==> src/core/dio_pkg.sv <==
/*
  Package of the digital input scan block: timing counts, channel counts,
  delay field widths and reset values.
  Assumes a 50 MHz mclk and a 5 ms program cycle.
*/
package dio_pkg;
  // ---------------------------------------------------------------
  // Channel counts
  // ---------------------------------------------------------------
  localparam int unsigned NUM_INPUTS  = 3;
  localparam int unsigned NUM_OUTPUTS = 5;

  // ---------------------------------------------------------------
  // Timing
  // ---------------------------------------------------------------
  localparam int unsigned CLK_HZ        = 50_000_000;
  localparam int unsigned TICK_MS_US    = 1000;
  localparam int unsigned CYC_PER_MS    = CLK_HZ / 1_000_000 * TICK_MS_US;
  localparam int unsigned CYCLE_MS      = 5;
  localparam int unsigned AC_EXTEND_MS  = 30;
  localparam int unsigned DELAY_MAX_MS  = 1_800_000;
  localparam int unsigned MS_CNT_W      = 16;
  localparam int unsigned CYC_CNT_W     = 3;
  localparam int unsigned DELAY_W       = 21;

  // ---------------------------------------------------------------
  // Reset values
  // ---------------------------------------------------------------
  localparam logic [DELAY_W-1:0] DELAY_RST  = 21'h00_0000;
  localparam logic               POL_NO     = 1'b0;
  localparam logic               POL_NC     = 1'b1;
  localparam logic               STATUS_RST = 1'b0;

  // ---------------------------------------------------------------
  // Per-channel delay timer states
  // ---------------------------------------------------------------
  typedef enum logic [1:0] {
    DIO_IDLE   = 2'b00,
    DIO_PICKUP = 2'b01,
    DIO_RELEASE = 2'b10
  } dio_tmr_t;
endpackage : dio_pkg

==> src/core/dio_tick_if.sv <==
/*
  Interface carrying the scan timebase from the top to each input channel.
  Assumes one driver (the top) and any number of channel readers.
*/
interface dio_tick_if;
  logic ms_tick;
  logic scan_tick;
  modport src (output ms_tick, output scan_tick);
  modport dst (input ms_tick, input scan_tick);
endinterface : dio_tick_if

==> src/core/dio_cpu_scan.sv <==
/*
  Digital I/O scan of the base processor module: three conditioned
  inputs, five output relays and the system-fault relay.
  Assumes field inputs are asynchronous and the protection logic supplies
  output demands and the fault level on mclk.
*/
// What this block does
// - Sample every input once each 5 ms program cycle.
// - Per-input polarity: normally open reads energized as 1, closed as 0.
// - Programmable pickup delay 0..1800 s in 1 ms steps before 0 to 1.
// - Programmable release delay 0..1800 s in 1 ms steps before 1 to 0.
// - AC mode adds 30 ms to the release delay.
// - Output relay drives update once per 5 ms cycle.
// - Inputs reach internal logic one cycle after the status update.
// - Directly routed inputs reach outputs one further cycle later, up to 20 ms.
// - Fault relay rests unless powered without a system fault.
module dio_cpu_scan #(
  // Clock cycles per 1 ms tick; a bench may shorten it, scan ratios stay fixed
  parameter int unsigned CYC_PER_MS = dio_pkg::CYC_PER_MS
) (
  // Clock and reset
  input  wire logic                                  mclk,
  input  wire logic                                  rstn,
  // Field inputs
  input  wire logic [dio_pkg::NUM_INPUTS-1:0]        digital_input_n,
  // Input settings
  input  wire logic [dio_pkg::NUM_INPUTS-1:0]        input_sense_polarity,
  input  wire logic [dio_pkg::NUM_INPUTS-1:0]        alternating_input_release_extend,
  input  wire logic [dio_pkg::NUM_INPUTS*dio_pkg::DELAY_W-1:0] input_pickup_delay,
  input  wire logic [dio_pkg::NUM_INPUTS*dio_pkg::DELAY_W-1:0] input_release_delay,
  // Protection logic side
  input  wire logic [dio_pkg::NUM_OUTPUTS-1:0]       output_demand,
  input  wire logic [dio_pkg::NUM_INPUTS-1:0]        input_to_output_route,
  input  wire logic [dio_pkg::NUM_INPUTS*dio_pkg::NUM_OUTPUTS-1:0] route_map,
  input  wire logic                                  system_fault,
  output logic [dio_pkg::NUM_INPUTS-1:0]             input_status,
  output logic [dio_pkg::NUM_INPUTS-1:0]             logic_input,
  output logic                                       scan_strobe,
  // Relays
  output logic [dio_pkg::NUM_OUTPUTS-1:0]            relay_output_n,
  output logic                                       fault_relay_energize
);
  dio_tick_if tick ();

  logic [dio_pkg::MS_CNT_W-1:0]     ms_cnt_ff;
  logic [dio_pkg::CYC_CNT_W-1:0]    cyc_cnt_ff;
  logic                             ms_tick_ff;
  logic                             scan_tick_ff;
  logic [dio_pkg::NUM_INPUTS-1:0]   sync1_ff;
  logic [dio_pkg::NUM_INPUTS-1:0]   sync2_ff;
  logic [dio_pkg::NUM_INPUTS-1:0]   sync3_ff;
  logic [dio_pkg::NUM_INPUTS-1:0]   stable_ff;
  logic [dio_pkg::NUM_INPUTS-1:0]   chan_status;
  logic [dio_pkg::NUM_INPUTS-1:0]   status_ff;
  logic [dio_pkg::NUM_INPUTS-1:0]   logic_ff;
  logic [dio_pkg::NUM_OUTPUTS-1:0]  relay_ff;
  logic [dio_pkg::NUM_OUTPUTS-1:0]  nxt_relay;
  logic                             fault_ff;
  logic                             strobe_ff;

  assign tick.ms_tick   = ms_tick_ff;
  assign tick.scan_tick = scan_tick_ff;

  // ---------------------------------------------------------------
  // 1 ms and 5 ms timebase
  // ---------------------------------------------------------------
  always_ff @(posedge mclk) begin
    if (!rstn) begin
      ms_cnt_ff  <= '0;
      ms_tick_ff <= 1'b0;
    end else if (ms_cnt_ff == dio_pkg::MS_CNT_W'(CYC_PER_MS - 1)) begin
      ms_cnt_ff  <= '0;
      ms_tick_ff <= 1'b1;
    end else begin
      ms_cnt_ff  <= ms_cnt_ff + 1'b1;
      ms_tick_ff <= 1'b0;
    end
  end

  always_ff @(posedge mclk) begin
    if (!rstn) begin
      cyc_cnt_ff   <= '0;
      scan_tick_ff <= 1'b0;
    end else begin
      scan_tick_ff <= 1'b0;
      if (ms_tick_ff) begin
        if (cyc_cnt_ff == dio_pkg::CYC_CNT_W'(dio_pkg::CYCLE_MS - 1)) begin
          cyc_cnt_ff   <= '0;
          scan_tick_ff <= 1'b1;
        end else begin
          cyc_cnt_ff <= cyc_cnt_ff + 1'b1;
        end
      end
    end
  end

  // ---------------------------------------------------------------
  // Input synchronisers
  // ---------------------------------------------------------------
  // Change accepted only when stages two and three agree
  always_ff @(posedge mclk) begin
    if (!rstn) begin
      sync1_ff  <= '0;
      sync2_ff  <= '0;
      sync3_ff  <= '0;
      stable_ff <= '0;
    end else begin
      sync1_ff <= digital_input_n;
      sync2_ff <= sync1_ff;
      sync3_ff <= sync2_ff;
      for (int i = 0; i < dio_pkg::NUM_INPUTS; i++) begin
        if (sync2_ff[i] == sync3_ff[i]) stable_ff[i] <= sync3_ff[i];
      end
    end
  end

  // ---------------------------------------------------------------
  // Input channels
  // ---------------------------------------------------------------
  for (genvar g = 0; g < dio_pkg::NUM_INPUTS; g++) begin : g_chan
    dio_input_chan u_chan (
      .mclk                             (mclk),
      .rstn                             (rstn),
      .tick                             (tick),
      .raw_sync                         (stable_ff[g]),
      .input_sense_polarity             (input_sense_polarity[g]),
      .alternating_input_release_extend (alternating_input_release_extend[g]),
      .input_pickup_delay               (input_pickup_delay[g*dio_pkg::DELAY_W +: dio_pkg::DELAY_W]),
      .input_release_delay              (input_release_delay[g*dio_pkg::DELAY_W +: dio_pkg::DELAY_W]),
      .status                           (chan_status[g])
    );
  end

  // ---------------------------------------------------------------
  // Program cycle pipeline
  // ---------------------------------------------------------------
  // Each stage moves once per scan so latency is whole 5 ms rounds
  always_ff @(posedge mclk) begin
    if (!rstn) begin
      status_ff <= '0;
      logic_ff  <= '0;
      strobe_ff <= 1'b0;
    end else begin
      strobe_ff <= scan_tick_ff;
      if (scan_tick_ff) begin
        status_ff <= chan_status;
        logic_ff  <= status_ff;
      end
    end
  end

  always_comb begin
    nxt_relay = output_demand;
    for (int i = 0; i < dio_pkg::NUM_INPUTS; i++) begin
      if (input_to_output_route[i] && logic_ff[i]) begin
        nxt_relay = nxt_relay | route_map[i*dio_pkg::NUM_OUTPUTS +: dio_pkg::NUM_OUTPUTS];
      end
    end
  end

  always_ff @(posedge mclk) begin
    if (!rstn) begin
      relay_ff <= '0;
    end else if (scan_tick_ff) begin
      relay_ff <= nxt_relay;
    end
  end

  // Held de-energized in reset so the contact shows fault until running
  always_ff @(posedge mclk) begin
    if (!rstn) begin
      fault_ff <= 1'b0;
    end else begin
      fault_ff <= !system_fault;
    end
  end

  assign input_status         = status_ff;
  assign logic_input          = logic_ff;
  assign scan_strobe          = strobe_ff;
  assign relay_output_n       = relay_ff;
  assign fault_relay_energize = fault_ff;
endmodule : dio_cpu_scan

==> src/core/dio_input_chan.sv <==
/*
  One conditioned digital input: polarity, pickup and release delays,
  optional AC release extension, sampled on the scan tick.
  Assumes raw_sync is already synchronised to mclk.
*/
module dio_input_chan (
  // Clock and reset
  input  wire logic                        mclk,
  input  wire logic                        rstn,
  // Timebase
  dio_tick_if.dst                          tick,
  // Field level and settings
  input  wire logic                        raw_sync,
  input  wire logic                        input_sense_polarity,
  input  wire logic                        alternating_input_release_extend,
  input  wire logic [dio_pkg::DELAY_W-1:0] input_pickup_delay,
  input  wire logic [dio_pkg::DELAY_W-1:0] input_release_delay,
  // Status
  output logic                             status
);
  logic                          sample_ff;
  logic                          status_ff;
  logic [dio_pkg::DELAY_W-1:0]   cnt_ff;
  dio_pkg::dio_tmr_t             st_ff;
  logic [dio_pkg::DELAY_W-1:0]   rel_target;

  assign status = status_ff;
  assign rel_target = alternating_input_release_extend
    ? input_release_delay + dio_pkg::DELAY_W'(dio_pkg::AC_EXTEND_MS)
    : input_release_delay;

  // ---------------------------------------------------------------
  // Scan sample with polarity
  // ---------------------------------------------------------------
  always_ff @(posedge mclk) begin
    if (!rstn) begin
      sample_ff <= dio_pkg::STATUS_RST;
    end else if (tick.scan_tick) begin
      sample_ff <= raw_sync ^ (input_sense_polarity == dio_pkg::POL_NC);
    end
  end

  // ---------------------------------------------------------------
  // Delay timer
  // ---------------------------------------------------------------
  always_ff @(posedge mclk) begin
    if (!rstn) begin
      st_ff     <= dio_pkg::DIO_IDLE;
      cnt_ff    <= dio_pkg::DELAY_RST;
      status_ff <= dio_pkg::STATUS_RST;
    end else begin
      unique case (st_ff)
        dio_pkg::DIO_IDLE: begin
          cnt_ff <= dio_pkg::DELAY_RST;
          if (sample_ff && !status_ff) begin
            if (input_pickup_delay == dio_pkg::DELAY_RST) status_ff <= 1'b1;
            else st_ff <= dio_pkg::DIO_PICKUP;
          end else if (!sample_ff && status_ff) begin
            if (rel_target == dio_pkg::DELAY_RST) status_ff <= 1'b0;
            else st_ff <= dio_pkg::DIO_RELEASE;
          end
        end
        dio_pkg::DIO_PICKUP: begin
          if (!sample_ff) begin
            st_ff <= dio_pkg::DIO_IDLE;
          end else if (tick.ms_tick) begin
            if (cnt_ff + 1'b1 >= input_pickup_delay) begin
              status_ff <= 1'b1;
              st_ff     <= dio_pkg::DIO_IDLE;
            end else begin
              cnt_ff <= cnt_ff + 1'b1;
            end
          end
        end
        dio_pkg::DIO_RELEASE: begin
          if (sample_ff) begin
            st_ff <= dio_pkg::DIO_IDLE;
          end else if (tick.ms_tick) begin
            if (cnt_ff + 1'b1 >= rel_target) begin
              status_ff <= 1'b0;
              st_ff     <= dio_pkg::DIO_IDLE;
            end else begin
              cnt_ff <= cnt_ff + 1'b1;
            end
          end
        end
        default: st_ff <= dio_pkg::DIO_IDLE;
      endcase
    end
  end
endmodule : dio_input_chan

==> config.mk <==
export PLATFORM = sky130hd
export DESIGN_NAME = dio_cpu_scan
export DESIGN_NICKNAME = d
export VERILOG_FILES = /design/src/core/dio_pkg.sv /design/src/core/dio_tick_if.sv /design/src/core/dio_cpu_scan.sv /design/src/core/dio_input_chan.sv
export SDC_FILE = /design/constraint.sdc
export NUM_CORES = 1
export LEC_CHECK = 0
export BUFFER_PORTS_ARGS = -buffer_cell sky130_fd_sc_hd__buf_2
export CORE_MARGIN = 1
export CORE_UTILIZATION = 30
export DETAILED_ROUTE_END_ITERATION = 12
export SLEW_MARGIN = 20
export SYNTH_ARGS = -nofsm -noshare
export SYNTH_HDL_FRONTEND = slang
export SYNTH_HIERARCHICAL = 1
export SYNTH_SLANG_ARGS = --single-unit
==> constraint.sdc <==
create_clock -name mclk -period 11.75 [get_ports mclk]
set_clock_uncertainty 0.15 [all_clocks]
set_input_delay 2.35 -clock mclk [delete_from_list [all_inputs] [get_ports mclk]]
set_output_delay 2.35 -clock mclk [all_outputs]
set_load 0.01 [all_outputs]
==> results of run 1 <==
## state kept, by name (all words and copies together), names as in the netlist, 3 cells and up
signal                   count
sync2_ff                     3
sync1_ff                     3
ms_cnt_ff                   16
stable_ff                    3
cyc_cnt_ff                   3
g_chan.u_chan/sample_ff      3
g_chan.u_chan/status         3
relay_output_n               5
g_chan.u_chan/st_ff          6
sync3_ff                     3
g_chan.u_chan/cnt_ff        63
input_status                 3
logic_input                  3
## power breakdown
part           leakage (nW)  internal, mW  switching (mW)
Sequential            0.977         0.413         0.00244
Clock                 0.270         0.304           0.208
Combinational          4.54        0.0635          0.0931
Total                  5.79         0.781           0.303
## layout make-up
type / instances / area [um2] / share of cell area
Inverter: 111 / 417 / 0.0307
Clock inverter: 12 / 120 / 0.00884
Clock buffer: 19 / 453 / 0.0333
Timing Repair Buffer: 176 / 891 / 0.0655
Multi-Input combinational cell: 1210 / 8650 / 0.636
Sequential cell: 121 / 2420 / 0.178
Tap cell: 511 / 639 / 0.0470
## cells by family after synthesis
family,count (synthesis)
fa+ha+maj,150
simple gates,626
compound gates,273
xor+xnor,133
flops,121
mux,28
buf+inv,162
## critical path, delay by kind of cell
kind | cells | cell delay [ps]
buffers and inverters | 2 | 270
AO/OA/AOI/OAI | 5 | 1140
AND/OR/NAND/NOR | 5 | 2100
XOR/XNOR | 1 | 180
adder cells (fa/ha/maj) | 1 | 290
## path summary, 6_finish.rpt
kind	start	end	depth (start not counted)	slack (ps)
hold / removal	sync1_ff[1]	sync2_ff[1]	1	290
setup / recovery	alternating_input_release_extend[1]	g_chan[1].u_chan/cnt_ff[9]	14	5580
hold reg to reg	sync1_ff[1]	sync2_ff[1]	1	290
setup reg to reg	g_chan[0].u_chan/cnt_ff[0]	g_chan[0].u_chan/cnt_ff[7]	16	6510
## cell usage after synthesis (all sizes together) (10+ instances only)
| master | instances |
|---|---|
| nor3 | 30 |
| mux2i | 21 |
| nand3 | 68 |
| nor2 | 87 |
| buf | 15 |
| a31oi | 27 |
| xor2 | 58 |
| o21ai | 59 |
| xnor2 | 75 |
| nor3b | 16 |
| and3 | 34 |
| ha | 150 |
| clkbuf | 36 |
| nand2 | 186 |
| inv | 111 |
| a21oi | 62 |
| a211oi | 10 |
| nand4 | 51 |
| a21boi | 38 |
| nor4 | 34 |
| dfxtp | 121 |
| or2 | 17 |
| and2 | 22 |
| or3b | 11 |
| and4 | 14 |
| nor2b | 15 |
## metrics by stage
| step | cell area, um2 | worst slack (ps) | util | power (mW) |
|---|---|---|---|---|
| global route | 13600 | 5110 | 0.357 | 1.14 |
| global placement | 13000 | 4950 | 0.342 | 0.578 |
| floorplan | 11700 | 5960 | - | 0.516 |
| CTS | 13600 | 5200 | 0.357 | 1.10 |
| detailed placement | 13000 | 4760 | 0.342 | 0.582 |
| finish | 13600 | 5580 | 0.357 | 1.08 |
## metal layers
metal | GRT usage | wire, um | up-vias | part of all wire
met5 | 0 | 13 | - | 0.00042
met4 | 0.0424 | 439 | 2 | 0.014
met3 | 0.0214 | 885 | 29 | 0.029
met2 | 0.264 | 14600 | 169 | 0.48
met1 | 0.202 | 14700 | 5044 | 0.48
li1 | - | - | 5645 | -
==> reports/metrics.csv, run 1 <==
stage,metric,value,unit
grt,number of global-route vias before repair,10438,
synthesis,sequential area share after synthesis,0.207,
clocking,H-tree depth,4,
synthesis,largest family of logic cells by synthesized area,simple AND/OR/NAND/NOR gates,
worst_setup_path,worst-path fanout max,36,
route,Routed Wire Length,30.6,mm
timing,Final Hold Viols,0,
synthesis,Syn Inst Count,1493,
synthesis,syn nets,1804,
worst_setup_path,critical path class,input port to register,
synthesis,Post-synth EDFFs,0,
route,mean routed wirelength per cell,14.2,um
finish,Ant. Diodes,0,
timing,RSZ-0062 raised after global routing,false,
synthesis,"Async S/R FF share, synth",0,
synthesis,syn_area_per_cell,7.84,um2
clocking,"Reg clk slew, reported paths",60,ps
worst_setup_path,slowest cell on the critical path,nor4_2,
floorplanning,die area,39800,um2
worst_hold_path,Hold/Removal Path Class,register to register,
synthesis,Yosys top cell by area,dfxtp_1,
route,via count,10889,
clocking,CTS Hold Bufs,0,
timing,Worst slew margin,0.354,
synthesis,Main synth FF type,dfxtp_1,
grt,Overflow after GRT,0,
finish,Layout fillers,4015,
timing,Worst Max-Slew Pin Slew,967,ps
synthesis,Post-Synth XOR/XNOR Area,0.0995,
timing,fin crit period,6170,ps
synthesis,dominant cells by area after synthesis,"dfxtp_1 21%, ha_1 16%, nand2_1 5.9%, xnor2_1 5.6%, xor2_1 4.3%",
grt,first-pass GRT wire length,50.1,mm
clocking,Max Root-Sink Buffers,2,
clocking,Sink Count,121,
placement,DP HPWL,24.1,mm
finish,share of cells above drive strength 1,0.161,
timing,setup violators final,0,
synthesis,Synth Area in Compound Gates,0.154,
finish,Post-Layout Cell Count,2160,
grt,Tot GR Track Use,0.155,
floorplanning,Initial Util,0.308,
clocking,CTS tree,done,
worst_setup_path,CP startpoint kind,input port,
run,max-cap violations,0,
timing,Max Transition Viols Final,0,
clocking,Setup Buffers After CTS,0,
run_status,status,"finished, final reports clean",
synthesis,Syn. warnings,6,
synthesis,"Distinct cells, synth",87,
grt,largest net degree at the start of global routing,64,
route,DR vias/cell,5.04,
timing,WHS,288,ps
grt,initial antenna violation count,1,
worst_setup_path,most frequent CP cell,o21ai_0,
floorplanning,Die Y,200,um
clocking,Root Buffer,clkbuf_16,
clocking,Clock Latency Late Sink,420,ps
placement,gp weighted congestion,0.871,
floorplanning,Core ar.,38000,um2
worst_setup_path,critical path required time,11930,ps
floorplanning,die width,200,um
timing,setup TNS,0,ps
power,PwrDens,79.8,nW/um2
timing,max frequency,162,MHz
route,DR iter-0 viols,588,
finish,"commonest cells after routing, fill and taps aside","183 x nand2_1, 172 x buf_2, 150 x ha_1",
worst_setup_path,Worst Path Arrival,6350,ps
timing,fin crit share,0.525,
synthesis,Adder-Cell Fraction of Synth Area,0.160,
synthesis,Synth Area in Simple Gates,0.299,
placement,Inst Count DP,2129,
synthesis,Yosys top cell area share,0.207,
finish,synthesis-to-finish area growth,16.1,%
power,Worst VDD drop,92.1,uV
synthesis,Yosys reg bits,121,
floorplanning,I/O pin cnt,174,
synthesis,Post-Syn Area,11700,um2
synthesis,post-synthesis mux area share,0.0250,
route,DRT Pass-1 Iters,5,
route,DRT antenna net count,0,
worst_setup_path,crit-path max cell delay,700,ps
placement,I/O Buffers,173,
route,# DRC,0,
worst_setup_path,crit path capture type,register,
power,Leakage,5.79,nW
finish,fin nets,1948,
worst_setup_path,CP Cell Sequence,"buf_2, nand2_2, nor4_2, nand4_1, xor2_1, ha_1, a21oi_1, o21ai_0, a221oi_1, inv_1, o21ai_0, nand3_2, or2_2, a21boi_0",
finish,"most common cell after layout, fill and taps aside",nand2_1,
clocking,CTS resizes,0,
clocking,Num CTS Buffers,17,
floorplanning,Rows,71,
No activity file was read; power rests on OpenSTA's default activity.
==> inputs of run 2 (changes only) <==
- clock period: 11.75 -> 5.3 ns (I/O delays scaled with it)
==> reports/metrics.csv, run 2 (same netlist as run 1, synthesis figures left out) <==
stage,metric,value,unit
run_status,status,"finished, final reports clean",
grt,largest net degree at the start of global routing,72,
grt,initial antenna violation count,0,
timing,Worst slew margin,0.337,
power,Worst VDD drop,180,uV
floorplanning,die width,200,um
finish,share of cells above drive strength 1,0.163,
timing,Final Hold Viols,0,
clocking,Setup Buffers After CTS,0,
timing,Worst Max-Slew Pin Slew,994,ps
floorplanning,Die Y,200,um
finish,biggest regs,"g_chan.u_chan/cnt_ff (63), ms_cnt_ff (16), g_chan.u_chan/st_ff (6)",
timing,fin crit period,4780,ps
placement,I/O Buffers,173,
clocking,Max Root-Sink Buffers,2,
route,DR vias/cell,5.05,
finish,"most common cell after layout, fill and taps aside",nand2_1,
timing,setup TNS,0,ps
finish,area of the multi-input gates,8640,um2
grt,Overflow after GRT,0,
timing,Max Transition Viols Final,0,
grt,number of global-route vias before repair,9954,
route,# DRC,0,
finish,"commonest cells after routing, fill and taps aside","183 x nand2_1, 172 x buf_2, 150 x ha_1",
floorplanning,Initial Util,0.308,
clocking,CTS Hold Bufs,0,
clocking,CTS tree,done,
placement,DP HPWL,24.2,mm
worst_setup_path,crit path capture type,register,
power,PwrDens,180,nW/um2
route,mean routed wirelength per cell,14.1,um
worst_setup_path,Worst Path Arrival,4920,ps
clocking,Clock Latency Late Sink,410,ps
route,DRT antenna net count,0,
floorplanning,Core ar.,38000,um2
finish,Storage cell area,2420,um2
power,internal power,1.80,mW
power,PnR Total Power,2.46,mW
timing,fin crit share,0.901,
finish,fin nets,1953,
finish,"Most flops, register",g_chan.u_chan/cnt_ff,
floorplanning,die area,39800,um2
finish,Largest register FFs,63,
power,Clk pwr share,0.484,
clocking,Num CTS Buffers,17,
finish,"Design Area, Final",13700,um2
route,via count,10928,
timing,max frequency,209,MHz
worst_hold_path,Hold Path Origin,sync1_ff[2],
worst_setup_path,reg-to-reg critical path startpoint,g_chan[0].u_chan/cnt_ff[1],
worst_setup_path,critical path class,register to register,
route,Routed Wire Length,30.5,mm
grt,first-pass GRT wire length,48.5,mm
timing,RSZ-0062 raised after global routing,false,
floorplanning,I/O pin cnt,174,
worst_setup_path,worst-path fanout max,13,
finish,Layout fillers,4005,
finish,synthesis-to-finish area growth,16.9,%
worst_hold_path,Hold/Removal Path Class,register to register,
clocking,CTS resizes,0,
run,max-cap violations,0,
power,switching power total,0.661,mW
power,Seq pwr share,0.374,
floorplanning,Rows,71,
grt,Tot GR Track Use,0.150,
worst_setup_path,CP startpoint kind,register,
clocking,Root Buffer,clkbuf_16,
power,logic gate share of total power,0.142,
route,DRT Pass-1 Iters,5,
placement,placed cell areas,13100,um2
power,Leakage,5.83,nW
placement,gp weighted congestion,0.884,
clocking,Sink Count,121,
clocking,H-tree depth,4,
power,switch share,0.269,
timing,setup violators final,0,
worst_setup_path,Worst Setup SP,g_chan[0].u_chan/cnt_ff[1],
worst_setup_path,critical path required time,5450,ps
route,DR iter-0 viols,614,
finish,Ant. Diodes,0,
clocking,"Reg clk slew, reported paths",60,ps
-- run 2: changes by cell type in the layout (fill, tap and decap cells not counted), moves of 2 or more --
| cell | change |
|---|---|
| clkbuf_8 | -2 |
| buf_4 | +3 |
| bufinv_16 | +2 |
| buf_12 | +2 |
-- run 2: area by class of cell --
cell class / instances / share of cell area
repair buffers: 181 / 0.0697
inverters: 111 / 0.0305
well taps: 511 / 0.0467
flip-flops and latches: 121 / 0.177
clock inverters: 14 / 0.0127
clock buffers: 18 / 0.0314
multi-input cells: 1210 / 0.632
-- run 2: worst max-delay path, cell delays in order (launching register included) --
cell      delay [ps]
dfxtp_1          390
ha_1             280
and4_1           300
nand3_1          210
nor2_1           310
and3_1           290
nand3_1          110
xnor2_1          160
buf_4            150
ha_1             290
nand4_1          160
nor4_1           460
a22oi_1          120
o211ai_1         210
o21ai_0          220
and3_1           380
buf_12           230
a32oi_1          200
nor2b_1           60
-- run 2: per-stage QoR --
| step | hold WS (ps) | setup WS (ps) | utilization | std cells |
|---|---|---|---|---|
| after floorplan | 262 | 801 | - | 1493 |
| after global placement | 275 | 343 | 0.344 | 2134 |
| after detailed placement | 272 | 217 | 0.344 | 2134 |
| after CTS | 288 | 582 | 0.360 | 2166 |
| after global routing | 304 | 106 | 0.360 | 2166 |
| final | 282 | 524 | 0.360 | 2166 |
-- run 2: worst paths after layout --
path,to,slack (ps),depth (start not counted)
min reg2reg,sync2_ff[2],280,1
max reg2reg,g_chan[0].u_chan/cnt_ff[5],520,18
max,g_chan[0].u_chan/cnt_ff[5],520,18
min,sync2_ff[2],280,1
-- run 2: power by group through the flow --
stage / Combinational [mW] / Clock [mW] / Sequential, mW
floorplan: 0.203 / 0 / 0.941
CTS: 0.349 / 1.23 / 0.922
detailed placement: 0.347 / 0 / 0.942
global route: 0.391 / 1.27 / 0.922
finish: 0.348 / 1.19 / 0.922
global placement: 0.339 / 0 / 0.941
-- run 2: metal layers --
| metal | vias up | global-route usage | routed length, um |
|---|---|---|---|
| met5 | - | 0 | 0 |
| met1 | 5059 | 0.200 | 14600 |
| met2 | 192 | 0.252 | 14600 |
| li1 | 5652 | - | - |
| met4 | 0 | 0.0353 | 335 |
| met3 | 25 | 0.0208 | 980 |
